==> src/shared/cipc_pkg.sv <==
// Package for the cascaded interrupt priority core: map, fields, types.
// Assumes a single clock domain and an AHB-Lite register slave.
`default_nettype none
package cipc_pkg;
  // Register byte offsets
  localparam logic [7:0] OFS_MCFG  = 8'h00;
  localparam logic [7:0] OFS_MMASK = 8'h04;
  localparam logic [7:0] OFS_MCMD  = 8'h08;
  localparam logic [7:0] OFS_MVIEW = 8'h0C;
  localparam logic [7:0] OFS_SCFG  = 8'h10;
  localparam logic [7:0] OFS_SMASK = 8'h14;
  localparam logic [7:0] OFS_SCMD  = 8'h18;
  localparam logic [7:0] OFS_SVIEW = 8'h1C;
  localparam logic [7:0] OFS_STAT  = 8'h20;
  // Field layout
  localparam int CFG_W       = 13;
  localparam int CMD_LINE_LSB = 0;
  localparam int CMD_OP_LSB   = 4;
  localparam int STAT_LOW_M   = 4;
  localparam int STAT_LOW_S   = 8;
  localparam int STAT_VEC_LSB = 16;
  // Reset values, cascade line and spurious line
  localparam logic [7:0] MASK_RST = 8'h00;
  localparam logic [7:0] BASE_RST = 8'h20;
  localparam logic [2:0] LOW_RST  = 3'h7;
  localparam logic [2:0] CAS_LINE = 3'h2;
  localparam logic [2:0] SPUR_LINE = 3'h7;

  typedef enum logic [2:0] {
    OP_NONE, OP_EOS_SPEC, OP_EOS_NONSPEC, OP_ROT_SPEC, OP_INIT, OP_SMM_ON, OP_SMM_OFF
  } cipc_op_t;

  typedef struct packed {
    logic       rd_insv;
    logic       auto_rot;
    logic       auto_clr;
    logic       sfnm;
    logic       level;
    logic [7:0] base;
  } cipc_cfg_t;

  typedef struct packed {
    logic       valid;
    cipc_op_t   op;
    logic [2:0] line;
  } cipc_cmd_t;

  localparam cipc_cfg_t CFG_RST = '{1'b0, 1'b0, 1'b0, 1'b0, 1'b0, BASE_RST};
endpackage : cipc_pkg
`default_nettype wire

==> src/cipc_top.sv <==
// Cascaded master/slave interrupt priority core with AHB-Lite registers.
// Assumes synchronous request inputs and a core giving two ack pulses.
//
// Our own choices: the address map and the AHB-Lite register port.
`timescale 1ns/1ps
`default_nettype none
// Functional notes
// - Line 0 highest, line 7 lowest default
// - Specific rotate makes named line lowest
// - Auto rotate puts serviced line lowest
// - Fully nested passes strictly higher only
// - Special nested passes higher or equal
// - Special mask blocks only in-service lines
// - Master holds repeat slave request nested
// - Vector equals base plus line number
// - Vector driven during acknowledge
// - Per-line mask, pending, in-service bits
// - Mask word; read select picks view
// - Direct request: pending, ack, vector
// - Slave request cascades through master line
// - Priority judged against in-service bits
// - Auto clear on master only
// - Specific end clears named line
// - Nonspecific end clears highest in service
// - Edge or level detection selectable
module cipc_top (
  input  wire logic        hclk,
  input  wire logic        hresetn,
  input  wire logic        ce,
  input  wire logic        hsel,
  input  wire logic [31:0] haddr,
  input  wire logic        hwrite,
  input  wire logic [2:0]  hsize,
  input  wire logic [1:0]  htrans,
  input  wire logic [31:0] hwdata,
  input  wire logic        hready,
  output logic [31:0]      hrdata,
  output logic             hreadyout,
  output logic             hresp,
  input  wire logic [7:0]  master_req,
  input  wire logic [7:0]  slave_req,
  input  wire logic        inta,
  output logic             int_req,
  output logic [7:0]       vec_data,
  output logic             vec_valid,
  output logic [2:0]       cas_code
);
  import cipc_pkg::*;

  typedef enum logic [1:0] {ACK_IDLE, ACK_WAIT} cipc_ack_t;

  // Bus state
  logic        ap_valid, next_ap_valid;
  logic        ap_write, next_ap_write;
  logic [7:0]  ap_addr, next_ap_addr;
  logic        rd_pend, next_rd_pend;
  logic [31:0] next_hrdata;
  logic        next_hreadyout;
  logic        accept;

  // Register state
  cipc_cfg_t   m_cfg, next_m_cfg, s_cfg, next_s_cfg;
  logic [7:0]  m_mask, next_m_mask, s_mask, next_s_mask;
  cipc_cmd_t   m_cmd, next_m_cmd, s_cmd, next_s_cmd;

  // Acknowledge state
  cipc_ack_t   ack_st, next_ack_st;
  logic [7:0]  vec_hold, next_vec_hold;
  logic [7:0]  next_vec_data;
  logic        next_vec_valid;
  logic [2:0]  next_cas_code;
  logic        next_int_req;
  logic        take, m_ack, s_ack, slave_path;
  logic [7:0]  ack_vec;

  // Controller views
  logic [7:0]  m_pend, m_insv, s_pend, s_insv, m_req;
  logic [2:0]  m_low, s_low, m_sel, s_sel;
  logic        m_smm, s_smm, m_found, s_found, m_int, s_int;

  function automatic cipc_cmd_t cmd_of(input logic [31:0] d);
    cipc_cmd_t c;
    c.valid = 1'b1;
    c.op    = cipc_op_t'(d[CMD_OP_LSB +: 3]);
    c.line  = d[CMD_LINE_LSB +: 3];
    return c;
  endfunction : cmd_of

  // Read select chooses pending or in-service
  function automatic logic [31:0] view_of(input cipc_cfg_t c, input logic [7:0] p,
                                          input logic [7:0] s);
    return {24'h00_0000, (c.rd_insv ? s : p)};
  endfunction : view_of

  always_comb begin
    m_req = master_req;
    m_req[CAS_LINE] = s_int;
  end

  cipc_ctrl #(
    .HAS_AUTO_CLR (1'b1)
  ) u_master (
    .hclk     (hclk),
    .hresetn  (hresetn),
    .ce       (ce),
    .req      (m_req),
    .cfg      (m_cfg),
    .mask     (m_mask),
    .cmd      (m_cmd),
    .ack      (m_ack),
    .pend     (m_pend),
    .insv     (m_insv),
    .smm      (m_smm),
    .low      (m_low),
    .found    (m_found),
    .sel_line (m_sel),
    .int_out  (m_int)
  );

  cipc_ctrl #(
    .HAS_AUTO_CLR (1'b0)
  ) u_slave (
    .hclk     (hclk),
    .hresetn  (hresetn),
    .ce       (ce),
    .req      (slave_req),
    .cfg      (s_cfg),
    .mask     (s_mask),
    .cmd      (s_cmd),
    .ack      (s_ack),
    .pend     (s_pend),
    .insv     (s_insv),
    .smm      (s_smm),
    .low      (s_low),
    .found    (s_found),
    .sel_line (s_sel),
    .int_out  (s_int)
  );

  // Bus address phase and read wait state
  assign accept = hsel & hready & htrans[1];

  always_comb begin
    next_ap_valid  = 1'b0;
    next_ap_write  = ap_write;
    next_ap_addr   = ap_addr;
    next_rd_pend   = 1'b0;
    next_hreadyout = 1'b1;
    next_hrdata    = hrdata;
    if (accept) begin
      next_ap_valid = 1'b1;
      next_ap_write = hwrite;
      next_ap_addr  = {haddr[7:2], 2'b00};
      if (!hwrite) begin
        next_rd_pend   = 1'b1;
        next_hreadyout = 1'b0;
      end
    end
    if (rd_pend) begin
      if (ap_addr == OFS_MCFG) begin
        next_hrdata = {{(32 - CFG_W){1'b0}}, m_cfg};
      end else if (ap_addr == OFS_MMASK) begin
        next_hrdata = {24'h00_0000, m_mask};
      end else if (ap_addr == OFS_MVIEW) begin
        next_hrdata = view_of(m_cfg, m_pend, m_insv);
      end else if (ap_addr == OFS_SCFG) begin
        next_hrdata = {{(32 - CFG_W){1'b0}}, s_cfg};
      end else if (ap_addr == OFS_SMASK) begin
        next_hrdata = {24'h00_0000, s_mask};
      end else if (ap_addr == OFS_SVIEW) begin
        next_hrdata = view_of(s_cfg, s_pend, s_insv);
      end else if (ap_addr == OFS_STAT) begin
        next_hrdata = 32'h0000_0000;
        next_hrdata[0] = int_req;
        next_hrdata[1] = m_smm;
        next_hrdata[2] = s_smm;
        next_hrdata[STAT_LOW_M +: 3] = m_low;
        next_hrdata[STAT_LOW_S +: 3] = s_low;
        next_hrdata[STAT_VEC_LSB +: 8] = vec_hold;
      end else begin
        next_hrdata = 32'h0000_0000;
      end
    end
  end

  always_ff @(posedge hclk or negedge hresetn) begin
    if (!hresetn) begin
      ap_valid  <= 1'b0;
      ap_write  <= 1'b0;
      ap_addr   <= 8'h00;
      rd_pend   <= 1'b0;
      hreadyout <= 1'b1;
      hrdata    <= 32'h0000_0000;
      hresp     <= 1'b0;
    end else if (ce) begin
      ap_valid  <= next_ap_valid;
      ap_write  <= next_ap_write;
      ap_addr   <= next_ap_addr;
      rd_pend   <= next_rd_pend;
      hreadyout <= next_hreadyout;
      hrdata    <= next_hrdata;
      hresp     <= 1'b0;
    end
  end

  // Register writes in the data phase
  always_comb begin
    next_m_cfg  = m_cfg;
    next_s_cfg  = s_cfg;
    next_m_mask = m_mask;
    next_s_mask = s_mask;
    next_m_cmd  = '0;
    next_s_cmd  = '0;
    if (ap_valid && ap_write) begin
      if (ap_addr == OFS_MCFG) begin
        next_m_cfg = cipc_cfg_t'(hwdata[CFG_W-1:0]);
      end else if (ap_addr == OFS_MMASK) begin
        next_m_mask = hwdata[7:0];
      end else if (ap_addr == OFS_MCMD) begin
        next_m_cmd = cmd_of(hwdata);
      end else if (ap_addr == OFS_SCFG) begin
        next_s_cfg = cipc_cfg_t'(hwdata[CFG_W-1:0]);
      end else if (ap_addr == OFS_SMASK) begin
        next_s_mask = hwdata[7:0];
      end else if (ap_addr == OFS_SCMD) begin
        next_s_cmd = cmd_of(hwdata);
      end
    end
  end

  always_ff @(posedge hclk or negedge hresetn) begin
    if (!hresetn) begin
      m_cfg  <= CFG_RST;
      s_cfg  <= CFG_RST;
      m_mask <= MASK_RST;
      s_mask <= MASK_RST;
      m_cmd  <= '0;
      s_cmd  <= '0;
    end else if (ce) begin
      m_cfg  <= next_m_cfg;
      s_cfg  <= next_s_cfg;
      m_mask <= next_m_mask;
      s_mask <= next_s_mask;
      m_cmd  <= next_m_cmd;
      s_cmd  <= next_s_cmd;
    end
  end

  // Acknowledge sequence
  assign take       = inta & (ack_st == ACK_IDLE);
  assign slave_path = m_found & (m_sel == CAS_LINE);
  // Master moves its bit on first pulse
  assign m_ack      = take;
  assign s_ack      = take & slave_path;

  // Base plus line; spurious gives line 7
  always_comb begin
    if (!m_found) begin
      ack_vec = m_cfg.base + {5'h00, SPUR_LINE};
    end else if (slave_path) begin
      ack_vec = s_cfg.base + {5'h00, (s_found ? s_sel : SPUR_LINE)};
    end else begin
      ack_vec = m_cfg.base + {5'h00, m_sel};
    end
  end

  always_comb begin
    next_ack_st    = ack_st;
    next_vec_hold  = vec_hold;
    next_vec_data  = vec_data;
    next_vec_valid = 1'b0;
    next_cas_code  = cas_code;
    next_int_req   = m_int;
    case (ack_st)
      ACK_IDLE: begin
        if (inta) begin
          next_vec_hold = ack_vec;
          next_cas_code = slave_path ? CAS_LINE : 3'h0;
          next_ack_st   = ACK_WAIT;
        end
      end
      ACK_WAIT: begin
        if (inta) begin
          next_vec_data  = vec_hold;
          next_vec_valid = 1'b1;
          next_cas_code  = 3'h0;
          next_ack_st    = ACK_IDLE;
        end
      end
      default: next_ack_st = ACK_IDLE;
    endcase
  end

  always_ff @(posedge hclk or negedge hresetn) begin
    if (!hresetn) begin
      ack_st    <= ACK_IDLE;
      vec_hold  <= 8'h00;
      vec_data  <= 8'h00;
      vec_valid <= 1'b0;
      cas_code  <= 3'h0;
      int_req   <= 1'b0;
    end else if (ce) begin
      ack_st    <= next_ack_st;
      vec_hold  <= next_vec_hold;
      vec_data  <= next_vec_data;
      vec_valid <= next_vec_valid;
      cas_code  <= next_cas_code;
      int_req   <= next_int_req;
    end
  end
endmodule : cipc_top
`default_nettype wire

==> src/cipc_ctrl.sv <==
// One eight-line priority controller: pending, in-service, rotation.
// Assumes command and acknowledge strobes are one-cycle pulses.
`timescale 1ns/1ps
`default_nettype none
module cipc_ctrl #(
  parameter bit HAS_AUTO_CLR = 1'b1
) (
  input  wire logic               hclk,
  input  wire logic               hresetn,
  input  wire logic               ce,
  input  wire logic [7:0]         req,
  input  wire cipc_pkg::cipc_cfg_t cfg,
  input  wire logic [7:0]         mask,
  input  wire cipc_pkg::cipc_cmd_t cmd,
  input  wire logic               ack,
  output logic [7:0]              pend,
  output logic [7:0]              insv,
  output logic                    smm,
  output logic [2:0]              low,
  output logic                    found,
  output logic [2:0]              sel_line,
  output logic                    int_out
);
  import cipc_pkg::*;

  logic [7:0] req_q, next_req_q, next_pend, next_insv, elig, clr, set;
  logic [2:0] next_low, top_line;
  logic [3:0] isr_top;
  logic       next_smm, aclr;

  function automatic logic [2:0] rank_of(input logic [2:0] ln, input logic [2:0] lo);
    return ln - lo - 3'h1;
  endfunction : rank_of

  // Highest-level set line under the current ordering
  function automatic logic [2:0] pick_line(input logic [7:0] v, input logic [2:0] lo);
    logic [2:0] res;
    logic [2:0] ln;
    res = lo;
    for (int k = 7; k >= 0; k--) begin
      ln = lo + 3'h1 + k[2:0];
      if (v[ln]) res = ln;
    end
    return res;
  endfunction : pick_line

  assign top_line = pick_line(insv, low);
  assign isr_top  = (|insv) ? {1'b0, rank_of(top_line, low)} : 4'h8;
  assign aclr     = HAS_AUTO_CLR & cfg.auto_clr;

  for (genvar g = 0; g < 8; g++) begin : g_elig
    logic [3:0] rk;
    assign rk = {1'b0, rank_of(3'(g), low)};
    assign elig[g] = pend[g] & ~mask[g] &
                     (smm ? ~insv[g] : (cfg.sfnm ? (rk <= isr_top) : (rk < isr_top)));
  end

  assign found    = |elig;
  assign sel_line = pick_line(elig, low);
  assign int_out  = found;

  always_comb begin
    next_req_q = req;
    next_pend  = pend;
    next_insv  = insv;
    next_low   = low;
    next_smm   = smm;
    clr        = 8'h00;
    set        = 8'h00;
    if (ack && found && !aclr) set[sel_line] = 1'b1;
    if (ack && found && aclr && cfg.auto_rot) next_low = sel_line;
    if (cfg.level) begin
      next_pend = req;
    end else begin
      next_pend = (pend & ~((ack && found) ? (8'h01 << sel_line) : 8'h00)) | (req & ~req_q);
    end
    if (cmd.valid) begin
      case (cmd.op)
        OP_EOS_SPEC: begin
          clr[cmd.line] = 1'b1;
          if (cfg.auto_rot) next_low = cmd.line;
        end
        OP_EOS_NONSPEC: begin
          if (|insv) begin
            clr[top_line] = 1'b1;
            if (cfg.auto_rot) next_low = top_line;
          end
        end
        OP_ROT_SPEC: next_low = cmd.line;
        OP_SMM_ON:   next_smm = 1'b1;
        OP_SMM_OFF:  next_smm = 1'b0;
        default: ;
      endcase
    end
    next_insv = (insv & ~clr) | set;
    if (cmd.valid && cmd.op == OP_INIT) begin
      next_pend = 8'h00;
      next_insv = 8'h00;
      next_low  = LOW_RST;
      next_smm  = 1'b0;
    end
  end

  always_ff @(posedge hclk or negedge hresetn) begin
    if (!hresetn) begin
      req_q <= 8'h00;
      pend  <= 8'h00;
      insv  <= 8'h00;
      low   <= LOW_RST;
      smm   <= 1'b0;
    end else if (ce) begin
      req_q <= next_req_q;
      pend  <= next_pend;
      insv  <= next_insv;
      low   <= next_low;
      smm   <= next_smm;
    end
  end
endmodule : cipc_ctrl
`default_nettype wire

==> config.mk <==
export PLATFORM = sky130hd
export DESIGN_NAME = cipc_top
export DESIGN_NICKNAME = d
export VERILOG_FILES = /design/src/shared/cipc_pkg.sv /design/src/cipc_top.sv /design/src/cipc_ctrl.sv
export SDC_FILE = /design/constraint.sdc
export NUM_CORES = 1
export LEC_CHECK = 0
export BUFFER_PORTS_ARGS = -buffer_cell sky130_fd_sc_hd__buf_4
export CAP_MARGIN = 5
export CORE_ASPECT_RATIO = 2
export CORE_MARGIN = 2
export CORE_UTILIZATION = 56
export CTS_CLUSTER_DIAMETER = 40
export DETAILED_ROUTE_END_ITERATION = 7
export PLACE_DENSITY = 0.76
export SLEW_MARGIN = 10
export SYNTH_ARGS = -nofsm -noshare
export SYNTH_HDL_FRONTEND = slang
export SYNTH_HIERARCHICAL = 1
export SYNTH_SLANG_ARGS = --single-unit
==> constraint.sdc <==
create_clock -name hclk -period 10.9 [get_ports hclk]
set_clock_uncertainty 0.05 [all_clocks]
set_input_delay 1.635 -clock hclk [delete_from_list [all_inputs] [get_ports hclk]]
set_output_delay 1.635 -clock hclk [all_outputs]
set_load 0.01 [all_outputs]
==> results of run 1 <==
critical path: cells and delay by family (launching register included):
family	cells	cell delay (ns)
muxes	6	2.65
adders and majority gates	5	1.89
DFF	1	0.79
and+or+nand+nor	9	1.77
xor gates and xnor gates	1	0.24
AOI/OAI and AO/OA	10	2.33
buffers and inverters	3	0.58
kinds of logic (layout without fill, tap and decap cells):
kind of cell,after synthesis,in the layout,synth area share [%]
fa+ha+maj,31,31,2.85
other cells,1,14,0.0256
simple gates,510,510,18.5
mux,146,146,12.9
xor+xnor,40,40,3.08
compound gates,579,579,29.1
flops,163,163,27.9
buf+inv,179,198,5.50
cells in the mapped netlist (all sizes together), types with 9 or more instances:
library cell,count
a211o,15
clkbuf,70
nand4,12
dfstp,9
mux4,22
and3,16
mux2i,35
o22ai,34
a31oi,19
nand2b,35
o211ai,23
a221oi,9
ha,27
nor2,78
o31ai,23
and2,15
dfrtp,154
o2111ai,11
a211oi,30
nor3,57
nand3,38
a21oi,107
inv,54
o21ai,114
nand2,154
nand3b,10
a41oi,11
o21a,11
a22o,23
mux2,89
a2111oi,9
or3,10
nor2b,14
nor4,18
buf,51
a22oi,20
a21o,15
or2,18
xnor2,22
xor2,12
area by class of cell:
class / count / area [um^2] / area share, %
Tap cell: 340 / 425 / 2.66
Inverter: 58 / 220 / 1.38
Sequential cell: 163 / 4090 / 25.6
Timing Repair Buffer: 108 / 827 / 5.18
Multi-Input combinational cell: 1320 / 9810 / 61.5
Clock inverter: 13 / 150 / 0.940
Clock buffer: 19 / 443 / 2.77
what timing repair did:
item	in CTS	in global routing
gates resized for setup	0	1
endpoints found under the setup margin	0	8
hold endpoints to repair	0	0
flip-flops by register name, indices dropped and copies added, names as in the netlist, 3 cells and up:
signal / count
hrdata: 21
m_cfg: 13
s_cfg: 13
m_mask: 8
s_mask: 8
u_master/insv: 8
u_master/pend: 8
u_master/req_q: 8
u_slave/insv: 8
u_slave/pend: 8
u_slave/req_q: 8
vec_data: 8
vec_hold: 8
m_cmd: 7
s_cmd: 7
ap_addr: 6
u_master/low: 3
u_slave/low: 3
worst paths after layout:
kind	start	endpoint	slack, ns	cells after the start
min in group asynchronous	hresetn	hrdata[4]	1.16	1
max reg2reg	u_slave/low[1]	vec_hold[2]	0.50	34
min	hrdata[22]	hrdata[22]	0.43	2
max	u_slave/low[1]	vec_hold[2]	0.50	34
max in group asynchronous	hresetn	u_slave/insv[4]	8.12	2
min reg2reg	hrdata[22]	hrdata[22]	0.43	2
report_power, final:
| part | internal [uW] | switching (uW) |
|---|---|---|
| clock network | 348 | 262 |
| logic | 1520 | 2590 |
| registers | 706 | 144 |
stage by stage:
| step | utilization, % | hold WS (ns) | area [um^2] | cells |
|---|---|---|---|---|
| after floorplan | - | 0.417 | 14700 | 1662 |
| final | 62.0 | 0.431 | 16000 | 2021 |
| after CTS | 62.0 | 0.436 | 16000 | 2021 |
| after detailed placement | 59.7 | 0.421 | 15400 | 1989 |
| after global placement | 59.7 | 0.416 | 15400 | 1989 |
| after global routing | 62.0 | 0.462 | 16000 | 2021 |
per-layer routing:
metal	GRT usage [%]	part of all wire, %	wire (um)
met3	5.69	6.4	3170
met1	36.4	34	16700
met5	0	0	0
met2	63.3	50	24700
met4	31.3	10	5170
==> summary.txt, run 1 <==
Drt
  • Drt wl/cell: 24.6 um
  • Initial DRC count: 1193
  • First-pass detailed-route iteration total: 7
  • Vias: 14200
  • Remaining DRCs: 1
  • Routed vias/inst: 7.04
  • Drt total wl: 49.8 mm
  • Post-route ant nets: 0

Timing
  • Slew Limit Fails: 0
  • Final period util: 95.4%
  • RSZ-0062 raised after global routing: no
  • Setup ws final: 0.500 ns
  • Final Hold Fails: 0
  • Minimum clock period: 10.40 ns
  • Final Setup Violations: 0
  • Slew headroom: 23.2%
  • Sum Neg Setup Slack: 0 ns
  • Fmax: 96.2 MHz
  • Worst slew pin tran: between 1 and 1.5 ns

Pwr
  • Leakage: approximately 0.0067 uW
  • Total Power: 5580 uW
  • PwrDens: between 300 and 400 nW/um^2
  • Largest vdd supply drop: 0.000215 V

Synthesis
  • Netlist cell types: 127
  • Syn Area/Cell: 8.89 um^2
  • Top-area cell type share of the netlist area: 26.3%
  • Mapped Cells: roughly 1600
  • Area leader, netlist: dfrtp_1
  • Mapped cell area: 14700 um^2
  • Post-synth ARST share: 100%
  • Synth area leaders: dfrtp_1 26%, mux2_2 5.8%, nand2_1 3.9%
  • Warnings from Yosys: 6
  • Register area share after synthesis: approximately 28%
  • Post-synth EDFFs: 0
  • Post-synth top flop: dfrtp_1
  • Synth Register Bits: 163

Critical path
  • Worst Path Class, Setup: reg -> reg
  • CP required: between 10 and 15 ns
  • Max stage delay cell, worst path: dfstp_2
  • Delay of the slowest critical-path stage: 0.79 ns
  • Startpoint types: flip-flop
  • Cell mode on critical path: nand2_1
  • Crit. End Element: flip-flop
  • Max FO, Critical Path: 17
  • CP arrival: 10.70 ns

CTS
  • H-tree depth: 4
  • Clock buffer depth: 2
  • CTS tree: yes
  • Clock buffer count from CTS: 17
  • Reg clk slew, reported paths: approximately 0.060 ns
  • # hold bufs at CTS: 0
  • Worst-skew pair later-pin latency: ~0.44 ns
  • CTS root buf: clkbuf_16
  • Post-CTS Setup Inserts: 0
  • Clk sinks: 163

Job
  • Max_cap viols: 0

Final layout
  • Antenna Cells: 0
  • Nets@finish: 1791
  • Layout cells sized above 1: 20.6%
  • Fill cells: between 2000 and 2500
  • Commonest non-fill, non-tap cell in the layout: dfrtp_1
  • P&R area growth vs syn: 8.96%
  • Most frequent cells in the layout: 154 x dfrtp_1, 152 x nand2_1, 106 x buf_4

Floorplan
  • Core Region: 25800 um^2
  • DIE HEIGHT: 233 um
  • Count of boundary I/O pins: 139
  • Die width: 118 um
  • # rows: 83
  • DIE AREA: 27600 um^2
  • Initial Util: 56.9%

Status
  • Status: finished, violations left
  • Failing checks: DRC

Min path
  • Worst min-delay path class: reg -> reg

Global route
  • Overall routing resource usage: 35.9%
  • Number of global-route vias before repair: 13900
  • Initial antenna violation count: 0
  • Pin count of the biggest net entering global routing: 90
  • Congestion Overflow GR: 0
  • First-pass GRT wire length: 77.1 mm

Placement
  • DP Worst Slack: 0.710 ns
  • Routability congestion estimate: 0.999
  • DP HPWL: 37.8 mm
  • IO buf count: 74
Power figures use the tool's default switching activity.
==> run 2: changes to the inputs <==
Settings changed: ABC_AREA from default to 1, PLACE_DENSITY 0.76 to 0.77.
==> summary.txt, run 2 <==
Synthesis
  • Adder-Cell Fraction of Synth Area: 3.25%
  • Synth Area in XOR/XNOR: 0.613%
  • Most instantiated cells after synthesis: 681 x nand2_1, 204 x nand3_1, 188 x inv_1
  • Syn Area/Cell: 6.53 um^2
  • Register area share after synthesis: 31.8%
  • Largest family of logic cells by synthesized area: simple AND/OR/NAND/NOR gates
  • Synth Area in Compound Gates: 15.1%
  • Synth area leaders: dfrtp_1 30%, nand2_1 20%, nand3_1 7.9%
  • Synth Register Bits: approximately 160
  • Warnings from Yosys: 6
  • Post-synth ARST share: 100%
  • Post-synth EDFFs: 0
  • Mux share of post-synthesis cell area: 0.243%
  • Most common cell in the synthesized netlist: nand2_1
  • Top-area cell type share of the netlist area: approximately 30%
  • Post-synth top flop: dfrtp_1
  • Mapped cell area: roughly 13000 um^2
  • Netlist cell types: 58
  • Simple-gate share of the synthesized area: 39.0%
  • Mapped Cells: 1969
  • Area leader, netlist: dfrtp_1

CTS
  • Clk sinks: around 160
  • Clock buffer depth: 2
  • Clock buffer count from CTS: 17
  • Post-CTS Setup Inserts: 0
  • H-tree depth: 4
  • Worst-skew pair later-pin latency: 0.44 ns
  • CTS tree: yes
  • CTS root buf: clkbuf_16
  • # hold bufs at CTS: 0
  • Reg clk slew, reported paths: 0.06 ns
  • Post-cts sizing count: 0

Floorplan
  • DIE HEIGHT: 218 um
  • # rows: 78
  • Die width: 111 um
  • Initial Util: 56.8%
  • Core Region: 22600 um^2
  • DIE AREA: 24300 um^2
  • Count of boundary I/O pins: 139

Drt
  • Post-route ant nets: 0
  • Routed vias/inst: 5.90
  • Vias: around 14000
  • Remaining DRCs: 0
  • Drt total wl: 43.7 mm
  • Drt wl/cell: 19.0 um
  • First-pass detailed-route iteration total: 7
  • Initial DRC count: 1026

Final layout
  • Reg with most FFs: hrdata
  • Fin area: 14000 um^2
  • Largest regs: hrdata: 21 flops, m_cfg: 13 flops, s_cfg: 13 flops
  • Nets@finish: between 2000 and 2500
  • Antenna Cells: 0
  • Most frequent cells in the layout: 681 x nand2_1, 204 x nand3_1, 188 x inv_1
  • Commonest non-fill, non-tap cell in the layout: nand2_1
  • P&R area growth vs syn: 9.27%
  • Layout cells sized above 1: between 10% and 20%
  • Max reg flops: 21

Critical path
  • Crit. End Element: flip-flop
  • Startpoint types: flip-flop
  • CP required: 11.22 ns
  • Max FO, Critical Path: 36
  • Max stage delay cell, worst path: dfstp_2
  • Delay of the slowest critical-path stage: slightly below 1 ns
  • Worst Path Class, Setup: reg -> reg
  • CP arrival: 9.37 ns
  • Cell mode on critical path: nand2_1

Timing
  • Fmax: 110 MHz
  • Sum Neg Setup Slack: 0 ns
  • Slew Limit Fails: 0
  • Final Hold Fails: 0
  • Minimum clock period: 9.05 ns
  • Final period util: between 80% and 90%
  • Worst slew pin tran: around 1.1 ns
  • Final Setup Violations: 0
  • RSZ-0062 raised after global routing: no
  • Slew headroom: 23.6%

Placement
  • DP HPWL: 33.7 mm
  • IO buf count: 74
  • Routability congestion estimate: 1.02
  • Placed Area: 13400 um^2

Status
  • Status: finished, final reports clean

Global route
  • First-pass GRT wire length: 67.8 mm
  • Pin count of the biggest net entering global routing: 88
  • Overall routing resource usage: 36.0%
  • Congestion Overflow GR: 0
  • Initial antenna violation count: 0
  • Number of global-route vias before repair: roughly 13000

Min path
  • Worst min-delay path class: reg -> reg

Job
  • Max_cap viols: 0

Pwr
  • Largest vdd supply drop: 0.000221 V
  • PwrDens: 280 nW/um^2
  • Leakage: ~0.0073 uW
  • Total Power: between 3000 and 4000 uW
-- run 2: metal layers --
layer / GRT usage [%] / up-vias / part of all wire (%)
met1: 32.9 / 6275 / 32
li1: - / 6498 / -
met4: 34.5 / 0 / 11
met5: 0 / - / 0
met2: 67.0 / 548 / 52
met3: 4.71 / 227 / 4.7
-- run 2: final cells by class --
cell class              instances  area (um^2)
fillers                      2171         8600
multi-input cells            1524         7530
flip-flops and latches        163         4090
inverters                     220          840
repair buffers                 78          589
clock buffers                  22          474
well taps                     280          350
clock inverters                10          171
-- run 2: worst max-delay path, delay by kind of cell (launching register included) --
family | cells | cell delay, ns
flip-flops | 1 | 0.97
AO/OA/AOI/OAI | 10 | 1.68
buffers and inverters | 8 | 1.21
XOR/XNOR | 1 | 0.29
AND/OR/NAND/NOR | 25 | 2.60
adder cells (fa/ha/maj) | 5 | 2.16
-- run 2: cells by family after synthesis --
kind of cell / count (synthesis)
xor+xnor: 9
simple gates: 1124
other cells: 1
mux: 3
buf+inv: 295
fa+ha+maj: 31
compound gates: 343
flops: 163
-- run 2: per-stage QoR --
step | hold WS (ns) | setup WS, ns | util, % | std cells
finish | 0.441 | 1.85 | 62.0 | 2297
global route | 0.465 | 1.19 | 62.0 | 2297
CTS | 0.441 | 2.01 | 62.0 | 2297
detailed placement | 0.424 | 2.05 | 59.2 | 2265
global placement | 0.417 | 2.14 | 59.2 | 2265
floorplan | 0.398 | 4.27 | - | 1982
-- run 2: report_power, final --
| group | switching [uW] | total [uW] | internal [uW] |
|---|---|---|---|
| Combinational | 1670 | 2430 | 755 |
| Sequential | 137 | 850 | 713 |
| Clock | 252 | 656 | 404 |
| Total | 2060 | 3930 | 1870 |
-- run 2: final timing paths --
path / startpoint / end / slack, ns / cells after the start
setup / recovery: u_slave/low[0] / vec_hold[4] / 1.85 / 49
hold / removal: hrdata[23] / hrdata[23] / 0.44 / 2
setup reg to reg: u_slave/low[0] / vec_hold[4] / 1.85 / 49
hold reg to reg: hrdata[23] / hrdata[23] / 0.44 / 2
max in group asynchronous: hresetn / m_cfg[2] / 8.02 / 2
min in group asynchronous: hresetn / s_cmd[5] / 1.15 / 1
==> run 3: changes to the inputs <==
Settings changed: CORE_UTILIZATION 56 to 55, PLACE_DENSITY 0.77 to 0.78.
Clock period 10.9 ns to 7.7 ns, I/O delays scaled along.
==> summary.txt, run 3 (synthesis results as in run 2) <==
Floorplan
  • Core Region: around 23000 um^2
  • Initial Util: between 50% and 60%
  • Die width: between 100 and 150 um
  • DIE AREA: about 25000 um^2
  • Count of boundary I/O pins: 139
  • # rows: 79
  • DIE HEIGHT: 220 um

CTS
  • # hold bufs at CTS: 0
  • Clock buffer count from CTS: 17
  • Worst-skew pair later-pin latency: 0.45 ns
  • CTS tree: yes
  • H-tree depth: 4
  • Reg clk slew, reported paths: ~0.07 ns
  • Clk sinks: approximately 160
  • Clock buffer depth: 2
  • CTS root buf: clkbuf_16

Final layout
  • Nets@finish: about 2200
  • Max reg flops: 21
  • Fill cells: 2245
  • P&R area growth vs syn: 11.6%
  • Largest regs: hrdata: 21 flops, m_cfg: 13 flops, s_cfg: 13 flops
  • Antenna Cells: 0
  • Commonest non-fill, non-tap cell in the layout: nand2_1
  • Layout cells sized above 1: 14.0%
  • Reg with most FFs: hrdata
  • Most frequent cells in the layout: 678 x nand2_1, 204 x nand3_1, 188 x inv_1
  • Fin area: 14300 um^2

Timing
  • RSZ-0062 raised after global routing: no
  • Minimum clock period: 7.30 ns
  • Final Hold Fails: 0
  • Fmax: 137 MHz
  • Worst slew pin tran: ~1.1 ns
  • Slew Limit Fails: 0
  • Final period util: 94.9%
  • Setup ws final: 0.396 ns
  • Final Setup Violations: 0
  • Slew headroom: 25.8%
  • Sum Neg Setup Slack: 0 ns

Drt
  • Remaining DRCs: 0
  • Drt wl/cell: 19.5 um
  • Drt total wl: 45.5 mm
  • Initial DRC count: 1031
  • First-pass detailed-route iteration total: 6
  • Post-route ant nets: 0
  • Routed vias/inst: about 5.9
  • Vias: between 10000 and 15000

Global route
  • Number of global-route vias before repair: 13300
  • First-pass GRT wire length: 68.9 mm
  • Congestion Overflow GR: 0
  • Overall routing resource usage: 36.3%
  • Initial antenna violation count: 0
  • Pin count of the biggest net entering global routing: 70

Placement
  • DP HPWL: about 35 mm
  • DP Worst Slack: approximately 0.50 ns
  • Placed Area: 13600 um^2
  • Routability congestion estimate: 1.01
  • IO buf count: 74

Critical path
  • Cell mode on critical path: nand2_1
  • Worst Path Class, Setup: reg -> reg
  • CP required: 7.99 ns
  • CP arrival: 7.59 ns
  • Max stage delay cell, worst path: dfstp_2
  • Max FO, Critical Path: 9
  • Crit. End Element: flip-flop
  • R2R Setup Slk: 0.40 ns
  • Delay of the slowest critical-path stage: 0.53 ns
  • Startpoint types: flip-flop

Status
  • Status: finished, final reports clean

Pwr
  • Largest vdd supply drop: 0.000327 V
  • Leakage: about 0.0074 uW
  • PwrDens: 399 nW/um^2

Job
  • Max_cap viols: 0

Min path
  • Worst min-delay path class: reg -> reg
[run 3: changes by cell type in the layout (fill, tap and decap cells not counted), sizes merged]
cell      previous run  this run
clkinvlp             1         2
inv                214       218
clkbuf              22        19
buf                 78       113
bufinv               4         2
[run 3: per-layer routing]
metal / vias to the layer above / wire (um) / global-route usage (%)
met5: - / 0 / 0
li1: 6565 / - / -
met2: 581 / 24900 / 70.7
met4: 0 / 4250 / 30.9
met3: 235 / 1880 / 4.14
met1: 6471 / 14400 / 32.3
[run 3: path summary, 6_finish.rpt]
kind / start / to / cells after the start
worst max-delay path: u_master/low[1] / u_slave/pend[5] / 48
worst min-delay path: hrdata[6] / hrdata[6] / 2
worst max register to register: u_master/low[1] / u_slave/pend[5] / 48
worst min register to register: hrdata[6] / hrdata[6] / 2
max in group asynchronous: hresetn / m_cfg[2] / 3
min in group asynchronous: hresetn / ap_addr[7] / 1
[run 3: metrics by stage]
stage	utilization, %	total power (uW)	std cells	hold WS, ns
final	62.0	5730	2335	0.440
after global routing	62.0	6180	2335	0.470
after CTS	61.6	5590	2332	0.442
after detailed placement	59.0	4690	2300	0.424
after global placement	59.0	4610	2300	0.415
after floorplan	-	3660	1982	0.398
[run 3: power breakdown]
part | internal [uW] | switching (uW) | total, uW
Sequential | 1010 | 182 | 1190
Combinational | 1210 | 2440 | 3650
Clock | 499 | 389 | 888
[run 3: worst max-delay path, delay by kind of cell, from the launching register on]
kind                     cells  cell delay (ns)
AO/OA/AOI/OAI                7             1.28
XOR/XNOR                     1             0.20
adder cells (fa/ha/maj)      3             0.99
buffers and inverters        5             0.64
flip-flops                   1             0.53
AND/OR/NAND/NOR             32             3.49
[run 3: cell type report]
type / count / area, um^2 / share of cell area [%]
repair buffers: 113 / 856 / 5.97
well taps: 283 / 354 / 2.47
clock inverters: 13 / 169 / 1.18
inverters: 220 / 845 / 5.89
clock buffers: 19 / 443 / 3.09
flip-flops and latches: 163 / 4090 / 28.5
multi-input cells: 1524 / 7580 / 52.9
[run 3: repair_timing]
| item | in CTS | in global routing |
|---|---|---|
| buffers inserted | 0 | 3 |
| hold endpoints to repair | 0 | 0 |
| gates resized for setup | 0 | 14 |
| endpoints found under the setup margin | 0 | 12 |
